[src/pkg/uic_pkg.sv]
// constants for the interface control register block
package uic_pkg;
    // register addresses
    localparam logic [5:0] UIC_ADDR_WRITE = 6'h07;
    localparam logic [5:0] UIC_ADDR_SET = 6'h08;
    localparam logic [5:0] UIC_ADDR_CLEAR = 6'h09;
    localparam logic [5:0] UIC_ADDR_READ_LO = 6'h07;
    localparam logic [5:0] UIC_ADDR_READ_HI = 6'h09;
    // field positions
    localparam int UIC_BIT_GUARD_DIS = 7;
    localparam int UIC_BIT_IND_UNQUAL = 6;
    localparam int UIC_BIT_IND_INVERT = 5;
    localparam int UIC_BIT_CLK_POWER_N = 3;
    localparam int UIC_BIT_THREE_WIRE = 1;
    localparam int UIC_BIT_SIX_WIRE = 0;
    // reset value and implemented bits
    localparam logic [7:0] UIC_RESET_VALUE = 8'h00;
    localparam logic [7:0] UIC_WRITE_MASK = 8'hEB;
endpackage

[src/pkg/uic_guard_if.sv]
// carrier between the register bank and the line guard
`timescale 1ns/1ps
interface uic_guard_if;
    logic guard_disable;
    logic stp_level;
    logic stp_expected;
    logic stp_pullup_en;
    logic [7:0] data_pulldown_en;

    modport ctrl (
        output guard_disable,
        output stp_level,
        output stp_expected,
        input stp_pullup_en,
        input data_pulldown_en
    );
    modport guard (
        input guard_disable,
        input stp_level,
        input stp_expected,
        output stp_pullup_en,
        output data_pulldown_en
    );
endinterface

[src/design/uic_interface_control.sv]
// interface control register bank with serial mode and indicator control
// Notes on behaviour
// - Reads decode 07h to 09h; writes 07h, sets 08h, clears 09h.
// - Protection on: weak stop pull-up, and data pull-downs on a stray high stop.
// - With protection on, a floating stop is caught with no register access.
// - Protection off removes the stop pull-up and the data pull-downs.
// - The invert bit inverts the fault input to form the complement output.
// - Pass-through clear qualifies the complement with supply valid.
// - Active-low clock power bit only steers clock power in serial modes.
// - That bit counts only in a serial mode with the sleep control at one.
// - Three-wire bit moves full and low speed packets to 3-bit serial.
// - The three-wire bit clears itself when three-wire mode ends.
// - Six-wire bit moves full and low speed packets to 6-bit serial.
// - The six-wire bit clears itself when six-wire mode ends.
`timescale 1ns/1ps
module uic_mode_regs
    import uic_pkg::*;
(
    // clock and reset
    input wire logic i_core_clk,
    input wire logic i_resetn,
    // register access
    input wire logic i_reg_wr,
    input wire logic i_reg_rd,
    input wire logic [5:0] i_reg_addr,
    input wire logic [7:0] i_reg_wdata,
    output logic [7:0] o_reg_rdata,
    // interface lines
    input wire logic i_stp,
    input wire logic i_stp_expected,
    output logic o_stp_pullup_en,
    output logic [7:0] o_data_pulldown_en,
    // serial mode
    input wire logic i_three_wire_exit,
    input wire logic i_six_wire_exit,
    input wire logic i_phy_sleep_n,
    output logic o_three_wire_serial_mode,
    output logic o_six_wire_serial_mode,
    output logic o_clock_power,
    // supply indicator
    input wire logic i_supply_fault,
    input wire logic i_supply_valid_comparator,
    output logic o_indicator_complement,
    output logic o_supply_state
);
    logic [7:0] interface_control_ff;
    logic [7:0] nxt_interface_control;
    logic [7:0] rdata_ff;
    logic [7:0] nxt_rdata;
    logic compl_ff;
    logic nxt_compl;
    logic state_ff;
    logic nxt_state;
    logic clk_pwr_ff;
    logic nxt_clk_pwr;
    logic serial_on;
    logic [7:0] wmask;

    uic_guard_if gif ();

    uic_line_guard u_guard (
        .i_core_clk(i_core_clk),
        .i_resetn(i_resetn),
        .g(gif.guard)
    );

    assign gif.guard_disable = interface_control_ff[UIC_BIT_GUARD_DIS];
    assign gif.stp_level = i_stp;
    assign gif.stp_expected = i_stp_expected;
    assign o_stp_pullup_en = gif.stp_pullup_en;
    assign o_data_pulldown_en = gif.data_pulldown_en;

    assign wmask = i_reg_wdata & UIC_WRITE_MASK;
    assign serial_on = interface_control_ff[UIC_BIT_THREE_WIRE]
        || interface_control_ff[UIC_BIT_SIX_WIRE];

    // register update: mode exit first, a link write in the same cycle wins
    always_comb
    begin
        nxt_interface_control = interface_control_ff;
        if (i_three_wire_exit)
        begin
            nxt_interface_control[UIC_BIT_THREE_WIRE] = 1'b0;
        end
        if (i_six_wire_exit)
        begin
            nxt_interface_control[UIC_BIT_SIX_WIRE] = 1'b0;
        end
        if (i_reg_wr && i_reg_addr == UIC_ADDR_WRITE)
        begin
            nxt_interface_control = wmask;
        end
        else if (i_reg_wr && i_reg_addr == UIC_ADDR_SET)
        begin
            nxt_interface_control = interface_control_ff | wmask;
        end
        else if (i_reg_wr && i_reg_addr == UIC_ADDR_CLEAR)
        begin
            nxt_interface_control = interface_control_ff & ~wmask;
        end
    end

    // read data, indicator and clock power
    always_comb
    begin
        nxt_rdata = rdata_ff;
        if (i_reg_rd && i_reg_addr >= UIC_ADDR_READ_LO
            && i_reg_addr <= UIC_ADDR_READ_HI)
        begin
            nxt_rdata = interface_control_ff;
        end
        else if (i_reg_rd)
        begin
            nxt_rdata = 8'h00;
        end
        nxt_compl = i_supply_fault
            ^ interface_control_ff[UIC_BIT_IND_INVERT];
        if (interface_control_ff[UIC_BIT_IND_UNQUAL])
        begin
            nxt_state = nxt_compl;
        end
        else
        begin
            nxt_state = nxt_compl && i_supply_valid_comparator;
        end
        if (serial_on && i_phy_sleep_n)
        begin
            nxt_clk_pwr = interface_control_ff[UIC_BIT_CLK_POWER_N];
        end
        else
        begin
            nxt_clk_pwr = i_phy_sleep_n;
        end
    end

    always_ff @(posedge i_core_clk or negedge i_resetn)
    begin
        if (!i_resetn)
        begin
            interface_control_ff <= UIC_RESET_VALUE;
            rdata_ff <= 8'h00;
            compl_ff <= 1'b0;
            state_ff <= 1'b0;
            clk_pwr_ff <= 1'b0;
        end
        else
        begin
            interface_control_ff <= nxt_interface_control;
            rdata_ff <= nxt_rdata;
            compl_ff <= nxt_compl;
            state_ff <= nxt_state;
            clk_pwr_ff <= nxt_clk_pwr;
        end
    end

    assign o_reg_rdata = rdata_ff;
    assign o_three_wire_serial_mode =
        interface_control_ff[UIC_BIT_THREE_WIRE];
    assign o_six_wire_serial_mode =
        interface_control_ff[UIC_BIT_SIX_WIRE];
    assign o_clock_power = clk_pwr_ff;
    assign o_indicator_complement = compl_ff;
    assign o_supply_state = state_ff;
endmodule // uic_mode_regs

[src/design/uic_line_guard.sv]
// weak pull control protecting the stop and data lines
`timescale 1ns/1ps
module uic_line_guard
    import uic_pkg::*;
(
    // clock and reset
    input wire logic i_core_clk,
    input wire logic i_resetn,
    // register side
    uic_guard_if.guard g
);
    logic stp_pullup_ff;
    logic nxt_stp_pullup;
    logic [7:0] data_pulldown_ff;
    logic [7:0] nxt_data_pulldown;

    always_comb
    begin
        // pull-up held whenever protection is on
        nxt_stp_pullup = !g.guard_disable;
        nxt_data_pulldown = 8'h00;
        // stop line high while the link should not drive it
        if (!g.guard_disable && g.stp_level && !g.stp_expected)
        begin
            nxt_data_pulldown = 8'hFF;
        end
    end

    always_ff @(posedge i_core_clk or negedge i_resetn)
    begin
        if (!i_resetn)
        begin
            stp_pullup_ff <= 1'b0;
            data_pulldown_ff <= 8'h00;
        end
        else
        begin
            stp_pullup_ff <= nxt_stp_pullup;
            data_pulldown_ff <= nxt_data_pulldown;
        end
    end

    assign g.stp_pullup_en = stp_pullup_ff;
    assign g.data_pulldown_en = data_pulldown_ff;
endmodule // uic_line_guard

[config.mk]
export PLATFORM = sky130hd
export DESIGN_NAME = uic_mode_regs
export DESIGN_NICKNAME = d
export VERILOG_FILES = /design/src/pkg/uic_pkg.sv /design/src/pkg/uic_guard_if.sv /design/src/design/uic_interface_control.sv /design/src/design/uic_line_guard.sv
export SDC_FILE = /design/constraint.sdc
export NUM_CORES = 1
export LEC_CHECK = 0
export BUFFER_PORTS_ARGS = -buffer_cell sky130_fd_sc_hd__buf_2
export CAP_MARGIN = 20
export CORE_ASPECT_RATIO = 1.5
export CORE_MARGIN = 4
export CORE_UTILIZATION = 44
export CTS_CLUSTER_DIAMETER = 60
export DETAILED_ROUTE_END_ITERATION = 8
export PLACE_DENSITY = 0.75
export SETUP_SLACK_MARGIN = 0.2
export SYNTH_ARGS = -nofsm -noshare
export SYNTH_HDL_FRONTEND = slang
export SYNTH_SLANG_ARGS = --single-unit
export TNS_END_PERCENT = 30
[constraint.sdc]
create_clock -name i_core_clk -period 1.8 [get_ports i_core_clk]
set_input_delay 0 -clock i_core_clk [delete_from_list [all_inputs] [get_ports i_core_clk]]
set_output_delay 0 -clock i_core_clk [all_outputs]
set_load 0.01 [all_outputs]
==> results by group, run 1 <==
Status
  • Status: finished clean

Clock network
  • Later-pin clock latency in the skew report: 0.29 ns
  • Hold buffer count at cts: 11
  • Post-CTS Resized: 0
  • CTS buffer count: 3
  • Postcts setup bufs: 0
  • Root Driver: clkbuf_4
  • CTS clk-pin slew, worst paths: 0.10 ns
  • H-Tree Depth: 1
  • CTS tree: done
  • Sinks on Clock Net: 18
  • Max Root-Sink Buffers: 2

Placed design
  • Post-placement cell count: 140
  • HPWL after DPL: 1.55 mm
  • I/O Buffers: 44
  • GP Congestion: 0.713
  • Placed Instance Area: 1070 um^2

Critical path
  • Critical Path RT: 2.03 ns
  • CP arrival: 1.49 ns
  • Worst-path maximum fanout: 4
  • Delay of the slowest critical-path stage: 0.57 ns
  • Slowest CP cell: dlygate4sd3_1
  • Crit end category: flop
  • Critical setup path kind: reg2reg
  • Critical path's top delay family: buffers and inverters
  • Critical path cell sequence: nor3b_1 -> dlygate4sd3_1
  • Startpoint Class: flop
  • CP bufs+invs: 1

Floorplan
  • Die Wd: 44.7 um
  • Initial Utilization: 47.4%
  • Row cnt: 19
  • Boundary pin count: 47
  • Core Box Area: 1880 um^2
  • Die Y: 63.1 um
  • Full die area: 2820 um^2

GRT
  • Routing usage on met1: 14.4%
  • Met3 Usage GRT: 1.42%
  • First-pass GRT wire length: 3.37 mm
  • Grt total ovfl: 0
  • Vias in the first global route: 866
  • Met2 Usage GRT: 30.2%
  • Gr usage total: 15.9%
  • Initial antenna violation count: 0
  • GR peak layer: met2
  • Largest net degree at the start of global routing: 19

Pwr
  • Clock group share of total power: 27.2%
  • Net switching power: 224 uW
  • Flop pwr share: 53.7%
  • Peak supply drop: 0.563 mV
  • P_int: 657 uW
  • Leak pwr: 0.000653 uW
  • Overall power: 881 uW
  • PD cells: 725 nW/um^2
  • Comb power frac: 19.0%
  • Switching portion of total power: 25.4%

Synthesis
  • Avg Cell Area, Syn: 10.6 um^2
  • Ys Warns: 0
  • Synth unique cells: 24
  • Post-Syn Area: 890 um^2
  • Synth Register Bits: 18
  • Post-synthesis sequential area ratio: 50.6%
  • Post-synth top area cell: dfrtp_1
  • Synth area leaders: dfrtp_1 (51%), buf_4 (7.6%), mux2i_1 (6.8%), a22o_1 (3.9%), inv_1 (3.8%)
  • Syn_nets: 109
  • Share of the synthesized area in the top cell type: 50.6%
  • Cells after Synth: 84

Timing
  • TNS Setup: 0 ns
  • Unrepaired setup endpoints after global routing: false
  • Final worst-path cycle share: 70.0%
  • Min cycle time layout: 1.26 ns
  • Final setup violation count: 0
  • Final Max Tran Viols: 0
  • Final Hold Vio Count: 0
  • Maximum clock rate: 0.794 GHz
  • Clock Skew: 0.000643 ns
  • Slew margin rel.: 73.1%
  • Worst-margin pin slew: 0.401 ns

Drt
  • Via Count: 786
  • ANT nets after route: 0
  • Via-to-Cell Ratio: 5.07
  • WL final: 2.01 mm
  • Residual DRC: 0
  • Routed WL per cell: 13.0 um
  • Initial drt markers: 14
  • 1st-pass router iterations: 3

Finish
  • Commonest cells after routing, fill and taps aside: buf_2 (44), dfrtp_1 (18), dlygate4sd3_1 (11), inv_1 (9), nand2_1 (7)
  • Layout area overhead: 36.6%
  • Layout cells sized above 1: 37.3%
  • # diodes: 0
  • Finished Layout Cells: 155
  • Net count, final: 160
  • Most common cell after layout, fill and taps aside: buf_2
  • Design area: 1210 um^2

Job
  • Max Cap Viol: 0

Hold path
  • Hold WC Path Type: in2reg
[flip-flops by register name, indices dropped and copies added, names as in the netlist]
register and cells:
interface_control_ff 6, u_guard.g.data_pulldown_en 1, o_supply_state 1, o_reg_rdata 7, o_clock_power 1, u_guard.g.stp_pullup_en 1, o_indicator_complement 1
[area by class of cell]
cell class / count / area (um^2)
Clock buffer: 4 / 36.3
Inverter: 9 / 33.8
Tap cell: 21 / 26.3
Sequential cell: 18 / 450
Multi-Input combinational cell: 48 / 338
Fill cell: 155 / 663
Timing Repair Buffer: 55 / 330
[metal layers]
layer  wire [um]  part of all wire [%]
met4          47                   2.3
met5           0                     0
met3         154                   7.7
met1         681                    34
met2        1130                    56
[path summary, 6_finish.rpt]
check / start / slack (ns) / to / cells past startpoint
setup / recovery: interface_control_ff[7] / 0.54 / u_guard.g.data_pulldown_en[6] / 2
hold / removal: i_reg_wdata[0] / 0.06 / interface_control_ff[0] / 3
setup reg to reg: interface_control_ff[7] / 0.54 / u_guard.g.data_pulldown_en[6] / 2
hold reg to reg: interface_control_ff[7] / 0.49 / u_guard.g.stp_pullup_en / 1
max in group asynchronous: i_resetn / 1.37 / o_supply_state / 2
min in group asynchronous: i_resetn / 0.16 / o_reg_rdata[0] / 2
[power groups by stage]
stage          Combinational, uW  Sequential [uW]  Clock [uW]
6_report                     168              473         240
5_1_grt                      186              480         259
4_1_cts                      169              474         243
3_5_place_dp                 150              482           0
3_3_place_gp                 144              480           0
2_1_floorplan               72.4              488           0
[synthesized netlist by cell type]
cell type and number:
nand3_1 1, nor2_1 4, nor3b_1 1, nor2b_1 1, dfrtp_1 18, xor2_1 1, o211a_1 1, nand4bb_1 1
a32oi_1 2, o21ai_0 2, nand2_1 7, o22ai_1 2, mux2i_1 6, nor3b_4 1, buf_4 9, o21ai_1 6
nor3_2 1, inv_1 9, and3_1 2, o21a_1 2, a22o_1 4, and4b_1 1, and4_1 1, o21bai_1 1
[stage by stage]
step                util [%]  hold slack (ns)  setup WS [ns]
floorplan                  -           -0.296          0.803
global placement        56.9          -0.0646          0.584
detailed placement      56.9          -0.0611          0.516
CTS                     64.7           0.0488          0.529
global route            64.7           0.0617          0.497
finish                  64.7           0.0582          0.541
[tightest hold or removal path, delay by kind of cell]
family                 cells  cell delay (ns)
buffers and inverters      1             0.10
and+or+nand+nor            1             0.15
muxes                      1             0.06
[cells by family after synthesis]
| logic type | Yosys count | share of synthesized area [%] |
|---|---|---|
| XOR/XNOR | 1 | 0.985 |
| AND/OR/NAND/NOR | 21 | 14.8 |
| flip-flops | 18 | 50.6 |
| buffers and inverters | 18 | 11.4 |
| multiplexers | 6 | 6.75 |
| AO/OA/AOI/OAI | 20 | 15.5 |
No activity file was read; power rests on OpenSTA's default activity.
==> inputs of run 2 (changes only) <==
--- a/config.mk
+++ b/config.mk
@@ -5,14 +5,15 @@
 export SDC_FILE = /design/constraint.sdc
 export NUM_CORES = 1
 export LEC_CHECK = 0
+export ABC_AREA = 1
 export BUFFER_PORTS_ARGS = -buffer_cell sky130_fd_sc_hd__buf_2
 export CAP_MARGIN = 20
 export CORE_ASPECT_RATIO = 1.5
 export CORE_MARGIN = 4
-export CORE_UTILIZATION = 44
+export CORE_UTILIZATION = 41
 export CTS_CLUSTER_DIAMETER = 60
 export DETAILED_ROUTE_END_ITERATION = 8
-export PLACE_DENSITY = 0.75
+export PLACE_DENSITY = 0.71
 export SETUP_SLACK_MARGIN = 0.2
 export SYNTH_ARGS = -nofsm -noshare
 export SYNTH_HDL_FRONTEND = slang
==> constraint.sdc (replaced) <==
create_clock -name i_core_clk -period 1 [get_ports i_core_clk]
set_input_delay 0 -clock i_core_clk [delete_from_list [all_inputs] [get_ports i_core_clk]]
set_output_delay 0 -clock i_core_clk [all_outputs]
set_load 0.01 [all_outputs]
==> results by group, run 2 <==
Timing
  • Final worst-path cycle share: 87.9%
  • Slew margin rel.: 74.3%
  • Min cycle time layout: 0.879 ns
  • Clock Skew: 0.00526 ns
  • Maximum clock rate: 1.14 GHz
  • Final Hold Vio Count: 0
  • Unrepaired setup endpoints after global routing: true
  • Worst-margin pin slew: 0.385 ns
  • Final setup violation count: 0
  • Final Max Tran Viols: 0
  • TNS Setup: 0 ns

Clock network
  • CTS tree: done
  • CTS buffer count: 3
  • Later-pin clock latency in the skew report: 0.29 ns
  • H-Tree Depth: 1
  • Sinks on Clock Net: 18
  • Max Root-Sink Buffers: 2
  • Root Driver: clkbuf_4
  • CTS clk-pin slew, worst paths: 0.10 ns

Finish
  • Layout cells sized above 1: 36.0%
  • # diodes: 0
  • Fillers: 211
  • Most common cell after layout, fill and taps aside: nand2_1
  • Commonest cells after routing, fill and taps aside: nand2_1 (47), buf_2 (44), dfrtp_1 (16), inv_1 (15), nand3_1 (14)
  • Largest register FFs: 7
  • Design area: 1400 um^2
  • Core Util, Final: 57.2%
  • Layout area overhead: 33.1%
  • Net count, final: 215
  • Finished Layout Cells: 213

GRT
  • Gr usage total: 15.1%
  • Grt total ovfl: 0
  • Vias in the first global route: 1043
  • Initial antenna violation count: 0
  • First-pass GRT wire length: 4.27 mm
  • Largest net degree at the start of global routing: 19

Drt
  • 1st-pass router iterations: 4
  • Via-to-Cell Ratio: 4.81
  • Residual DRC: 0
  • WL final: 2.33 mm
  • Via Count: 1025
  • Routed WL per cell: 10.9 um
  • Initial drt markers: 17
  • ANT nets after route: 0

Synthesis
  • Synth unique cells: 18
  • Syn_nets: 162
  • Share of the synthesized area in the top cell type: 42.8%
  • Most frequent cell after synthesis: nand2_1
  • Most instantiated cells after synthesis: nand2_1 (47), dfrtp_1 (18), inv_1 (15), nand3_1 (14), nor2_1 (9)
  • Cells after Synth: 137
  • Synth Flop Type: dfrtp_1
  • Post-synth EDFFs: 0
  • Avg Cell Area, Syn: 7.68 um^2
  • Post-synthesis sequential area ratio: 42.8%
  • Synth area leaders: dfrtp_1 (43%), nand2_1 (17%), nand3_1 (6.7%), buf_4 (5.7%), inv_1 (5.4%)
  • Post-synth top area cell: dfrtp_1
  • Asr flop ratio synth: 100%
  • Post-Syn Area: 1050 um^2
  • Synth Register Bits: 18
  • Ys Warns: 0

Critical path
  • Critical setup path kind: reg2out
  • CP arrival: 0.88 ns
  • Critical path cell sequence: buf_2
  • Startpoint Class: flop
  • Critical path's top delay family: flip-flops
  • Critical Path RT: 1.00 ns
  • CP bufs+invs: 1
  • Worst-path maximum fanout: 5
  • Slowest CP cell: dfrtp_1
  • Crit end category: primary output
  • Delay of the slowest critical-path stage: 0.44 ns

Pwr
  • Peak supply drop: 0.565 mV
  • Leak pwr: 0.000843 uW
  • PD cells: 1270 nW/um^2

Floorplan
  • Die Wd: 49.4 um
  • Initial Utilization: 43.0%
  • Full die area: 3460 um^2
  • Core Box Area: 2450 um^2
  • Row cnt: 22
  • Boundary pin count: 47
  • Die Y: 70.0 um

Job
  • Max Cap Viol: 0

Placed design
  • Placed Instance Area: 1240 um^2
  • I/O Buffers: 44
  • Post-placement cell count: 197
  • GP Congestion: 0.814
  • HPWL after DPL: 1.80 mm

Hold path
  • Hold WC Path Type: in2reg

Status
  • Status: finished clean
## run 2: through the flow
step	hold slack, ns	setup slack (ns)	power, uW
6_report	0.0105	0.121	1780
5_1_grt	0.0259	0.0699	1900
4_1_cts	0.00444	0.102	1780
3_5_place_dp	-0.0551	0.0464	1310
3_3_place_gp	-0.0633	0.0753	1290
2_1_floorplan	-0.296	0.250	1160
## run 2: cell type report
type	count	area, um^2	area share [%]
sequential	18	453	32.4
tap	24	30.0	2.14
inverter	17	63.8	4.56
multi-input combinational	93	472	33.7
timing repair buffer	57	345	24.7
clock buffer	4	36.3	2.59
## run 2: where the power goes
group	leakage, uW	internal [uW]	switching [uW]	total [uW]
clock	0.0000210	222	217	438
sequential	0.000233	825	73.6	898
combinational	0.000589	205	241	445
total	0.000843	1250	531	1780
## run 2: final timing paths
path,slack [ns],from,endpoint,depth (start not counted)
max in group asynchronous,0.55,i_resetn,u_guard.g.data_pulldown_en[6],2
worst min-delay path,0.01,i_reg_wdata[6],interface_control_ff[6],5
worst max-delay path,0.12,interface_control_ff[0],o_six_wire_serial_mode,1
worst max register to register,0.21,interface_control_ff[1],interface_control_ff[1],3
min in group asynchronous,0.15,i_resetn,o_indicator_complement,2
worst min register to register,0.49,o_reg_rdata[3],o_reg_rdata[3],2
## run 2: what timing repair did
item	in CTS	in global routing
setup endpoints to repair	21	31
resized for setup	0	3
buffers inserted	0	1
pin swaps	0	1
hold buffers	11	0
hold endpoints to repair	27	0
## run 2: cell families (layout without fill, tap and decap cells)
| group | count (synthesis) | count (layout) | share of synthesized area (%) |
|---|---|---|---|
| AOI/OAI and AO/OA | 3 | 3 | 2.26 |
| xor gates and xnor gates | 1 | 1 | 0.832 |
| buffers and inverters | 26 | 78 | 13.1 |
| DFF | 18 | 18 | 42.8 |
| and+or+nand+nor | 89 | 89 | 41.0 |
## run 2: per-layer routing
metal	routed length [um]	up-vias	track usage (%)
li1	-	527	-
met1	927	458	15.9
met2	1230	36	28.8
met3	136	4	1.07
met4	39	0	7.59
met5	0	-	0
==> inputs of run 3 (changes only) <==
--- a/config.mk
+++ b/config.mk
@@ -14,6 +14,7 @@
 export CTS_CLUSTER_DIAMETER = 60
 export DETAILED_ROUTE_END_ITERATION = 8
 export PLACE_DENSITY = 0.71
+export REMOVE_ABC_BUFFERS = 1
 export SETUP_SLACK_MARGIN = 0.2
 export SYNTH_ARGS = -nofsm -noshare
 export SYNTH_HDL_FRONTEND = slang
==> constraint.sdc (replaced) <==
create_clock -name i_core_clk -period 1 [get_ports i_core_clk]
set_input_delay 0 -clock i_core_clk [delete_from_list [all_inputs] [get_ports i_core_clk]]
set_output_delay 0 -clock i_core_clk [all_outputs]
set_load 0.05 [all_outputs]
==> results by group, run 3 (same netlist as run 2, synthesis figures left out) <==
Drt
  • Routed WL per cell: 11.2 um
  • WL final: 2.40 mm
  • Residual DRC: 0
  • Initial drt markers: 18
  • Via-to-Cell Ratio: 4.87
  • ANT nets after route: 0
  • 1st-pass router iterations: 4
  • Via Count: 1037

Timing
  • Final setup violation count: 0
  • Final Hold Vio Count: 0
  • Clock Skew: 0.000659 ns
  • Slew margin rel.: 74.8%
  • Maximum clock rate: 1.04 GHz
  • Final Max Tran Viols: 0
  • Worst-margin pin slew: 0.378 ns
  • Min cycle time layout: 0.959 ns
  • Unrepaired setup endpoints after global routing: true
  • Final worst-path cycle share: 95.9%

Pwr
  • Comb power frac: 36.4%
  • Leak pwr: 0.000863 uW
  • Flop pwr share: 43.1%
  • Peak supply drop: 0.584 mV
  • Net switching power: 783 uW
  • Overall power: 2110 uW
  • PD cells: 1380 nW/um^2
  • Switching portion of total power: 37.1%
  • P_int: 1330 uW
  • Clock group share of total power: 20.4%

Critical path
  • Startpoint Class: flop
  • Critical path cell sequence: buf_4
  • Slowest CP cell: dfrtp_2
  • Delay of the slowest critical-path stage: 0.46 ns
  • CP bufs+invs: 1
  • Critical path's top delay family: flip-flops
  • Crit end category: primary output
  • Critical setup path kind: reg2out
  • Worst-path maximum fanout: 8
  • Critical Path RT: 1.00 ns
  • CP arrival: 0.96 ns

Clock network
  • H-Tree Depth: 1
  • CTS clk-pin slew, worst paths: 0.10 ns
  • CTS tree: done
  • Max Root-Sink Buffers: 2
  • Later-pin clock latency in the skew report: 0.28 ns
  • Sinks on Clock Net: 18
  • CTS buffer count: 3
  • Root Driver: clkbuf_4

Status
  • Status: finished clean

Job
  • Max Cap Viol: 0

Floorplan
  • Row cnt: 22
  • Core Box Area: 2450 um^2
  • Boundary pin count: 47
  • Full die area: 3460 um^2
  • Initial Utilization: 43.0%
  • Die Y: 70.0 um
  • Die Wd: 49.4 um

GRT
  • Vias in the first global route: 1004
  • Largest net degree at the start of global routing: 19
  • First-pass GRT wire length: 4.08 mm
  • Initial antenna violation count: 0
  • Gr usage total: 14.5%
  • Grt total ovfl: 0

Placed design
  • Post-placement cell count: 196
  • HPWL after DPL: 1.82 mm
  • I/O Buffers: 44
  • GP Congestion: 0.730

Finish
  • Largest register FFs: 7
  • Layout area overhead: 45.4%
  • Finished Layout Cells: 213
  • Net count, final: 215
  • Most common cell after layout, fill and taps aside: nand2_1
  • Fillers: 204
  • Core Util, Final: 62.5%
  • Layout cells sized above 1: 38.6%
  • Commonest cells after routing, fill and taps aside: nand2_1 (44), buf_2 (22), dfrtp_1 (16), buf_6 (16), inv_1 (15)
  • # diodes: 0

Hold path
  • Hold WC Path Type: in2reg
[run 3: cell count changes in the layout (fill, tap and decap cells not counted)]
cell     previous run  this run
nand3_2             2         3
buf_2              44        22
nand2_1            47        44
nor2_1              9         8
nand2_2             2         5
buf_4               2         8
buf_6               0        16
nand3_1            14        13
nor2_2              3         4
[run 3: layout make-up]
| type | instances | area, um^2 | area share, % |
|---|---|---|---|
| multi-input combinational | 93 | 487 | 31.8 |
| timing repair buffer | 57 | 460 | 30.1 |
| sequential | 18 | 453 | 29.6 |
| inverter | 17 | 63.8 | 4.17 |
| clock buffer | 4 | 36.3 | 2.37 |
| tap | 24 | 30.0 | 1.96 |
[run 3: worst paths after layout]
path,from,end,slack (ns),cells after the start
min,i_reg_wdata[0],interface_control_ff[0],0.01,5
min reg2reg,interface_control_ff[7],u_guard.g.stp_pullup_en,0.51,1
max,u_guard.g.data_pulldown_en[6],o_data_pulldown_en[1],0.04,1
min in group asynchronous,i_resetn,o_reg_rdata[7],0.18,2
max reg2reg,interface_control_ff[1],interface_control_ff[1],0.15,5
max in group asynchronous,i_resetn,interface_control_ff[5],0.53,2
[run 3: stage by stage]
step                setup TNS, ns  cell area (um^2)  worst slack, ns  hold slack (ns)
global placement                0              1230           0.0744          -0.0594
detailed placement              0              1230           0.0300          -0.0559
global route              -0.0313              1530         -0.00593           0.0231
finish                          0              1530           0.0411           0.0118
CTS                             0              1410           0.0380          0.00275
floorplan                  -13.54               978            -1.67           -0.296
[run 3: tightest hold or removal path: stages]
cell and delay [ns]:
buf_2 0.07, inv_1 0.04, nand2_1 0.06, nand2_1 0.04
nand2_1 0.05
[run 3: power by group through the flow]
stage	clock network [uW]	registers, uW	logic (uW)
after global routing	479	924	828
after detailed placement	0	907	647
after floorplan	0	1180	176
final	432	911	769
after global placement	0	903	634
after CTS	449	894	700
[run 3: layer usage]
metal / wire length, um / GRT usage [%] / part of all wire (%) / vias to the layer above
met5: 0 / 0 / 0 / -
met3: 157 / 1.07 / 6.6 / 2
met4: 30 / 6.65 / 1.3 / 0
met1: 922 / 15.3 / 38 / 475
met2: 1280 / 27.9 / 54 / 35
li1: - / - / - / 525
[run 3: what timing repair did]
item / in CTS / in global routing
setup buffers: 1 / 1
hold endpoints to repair: 27 / 0
setup endpoints to repair: 24 / 31
hold buffers: 11 / 0
pin swaps: 0 / 14
gates resized for setup: 11 / 47
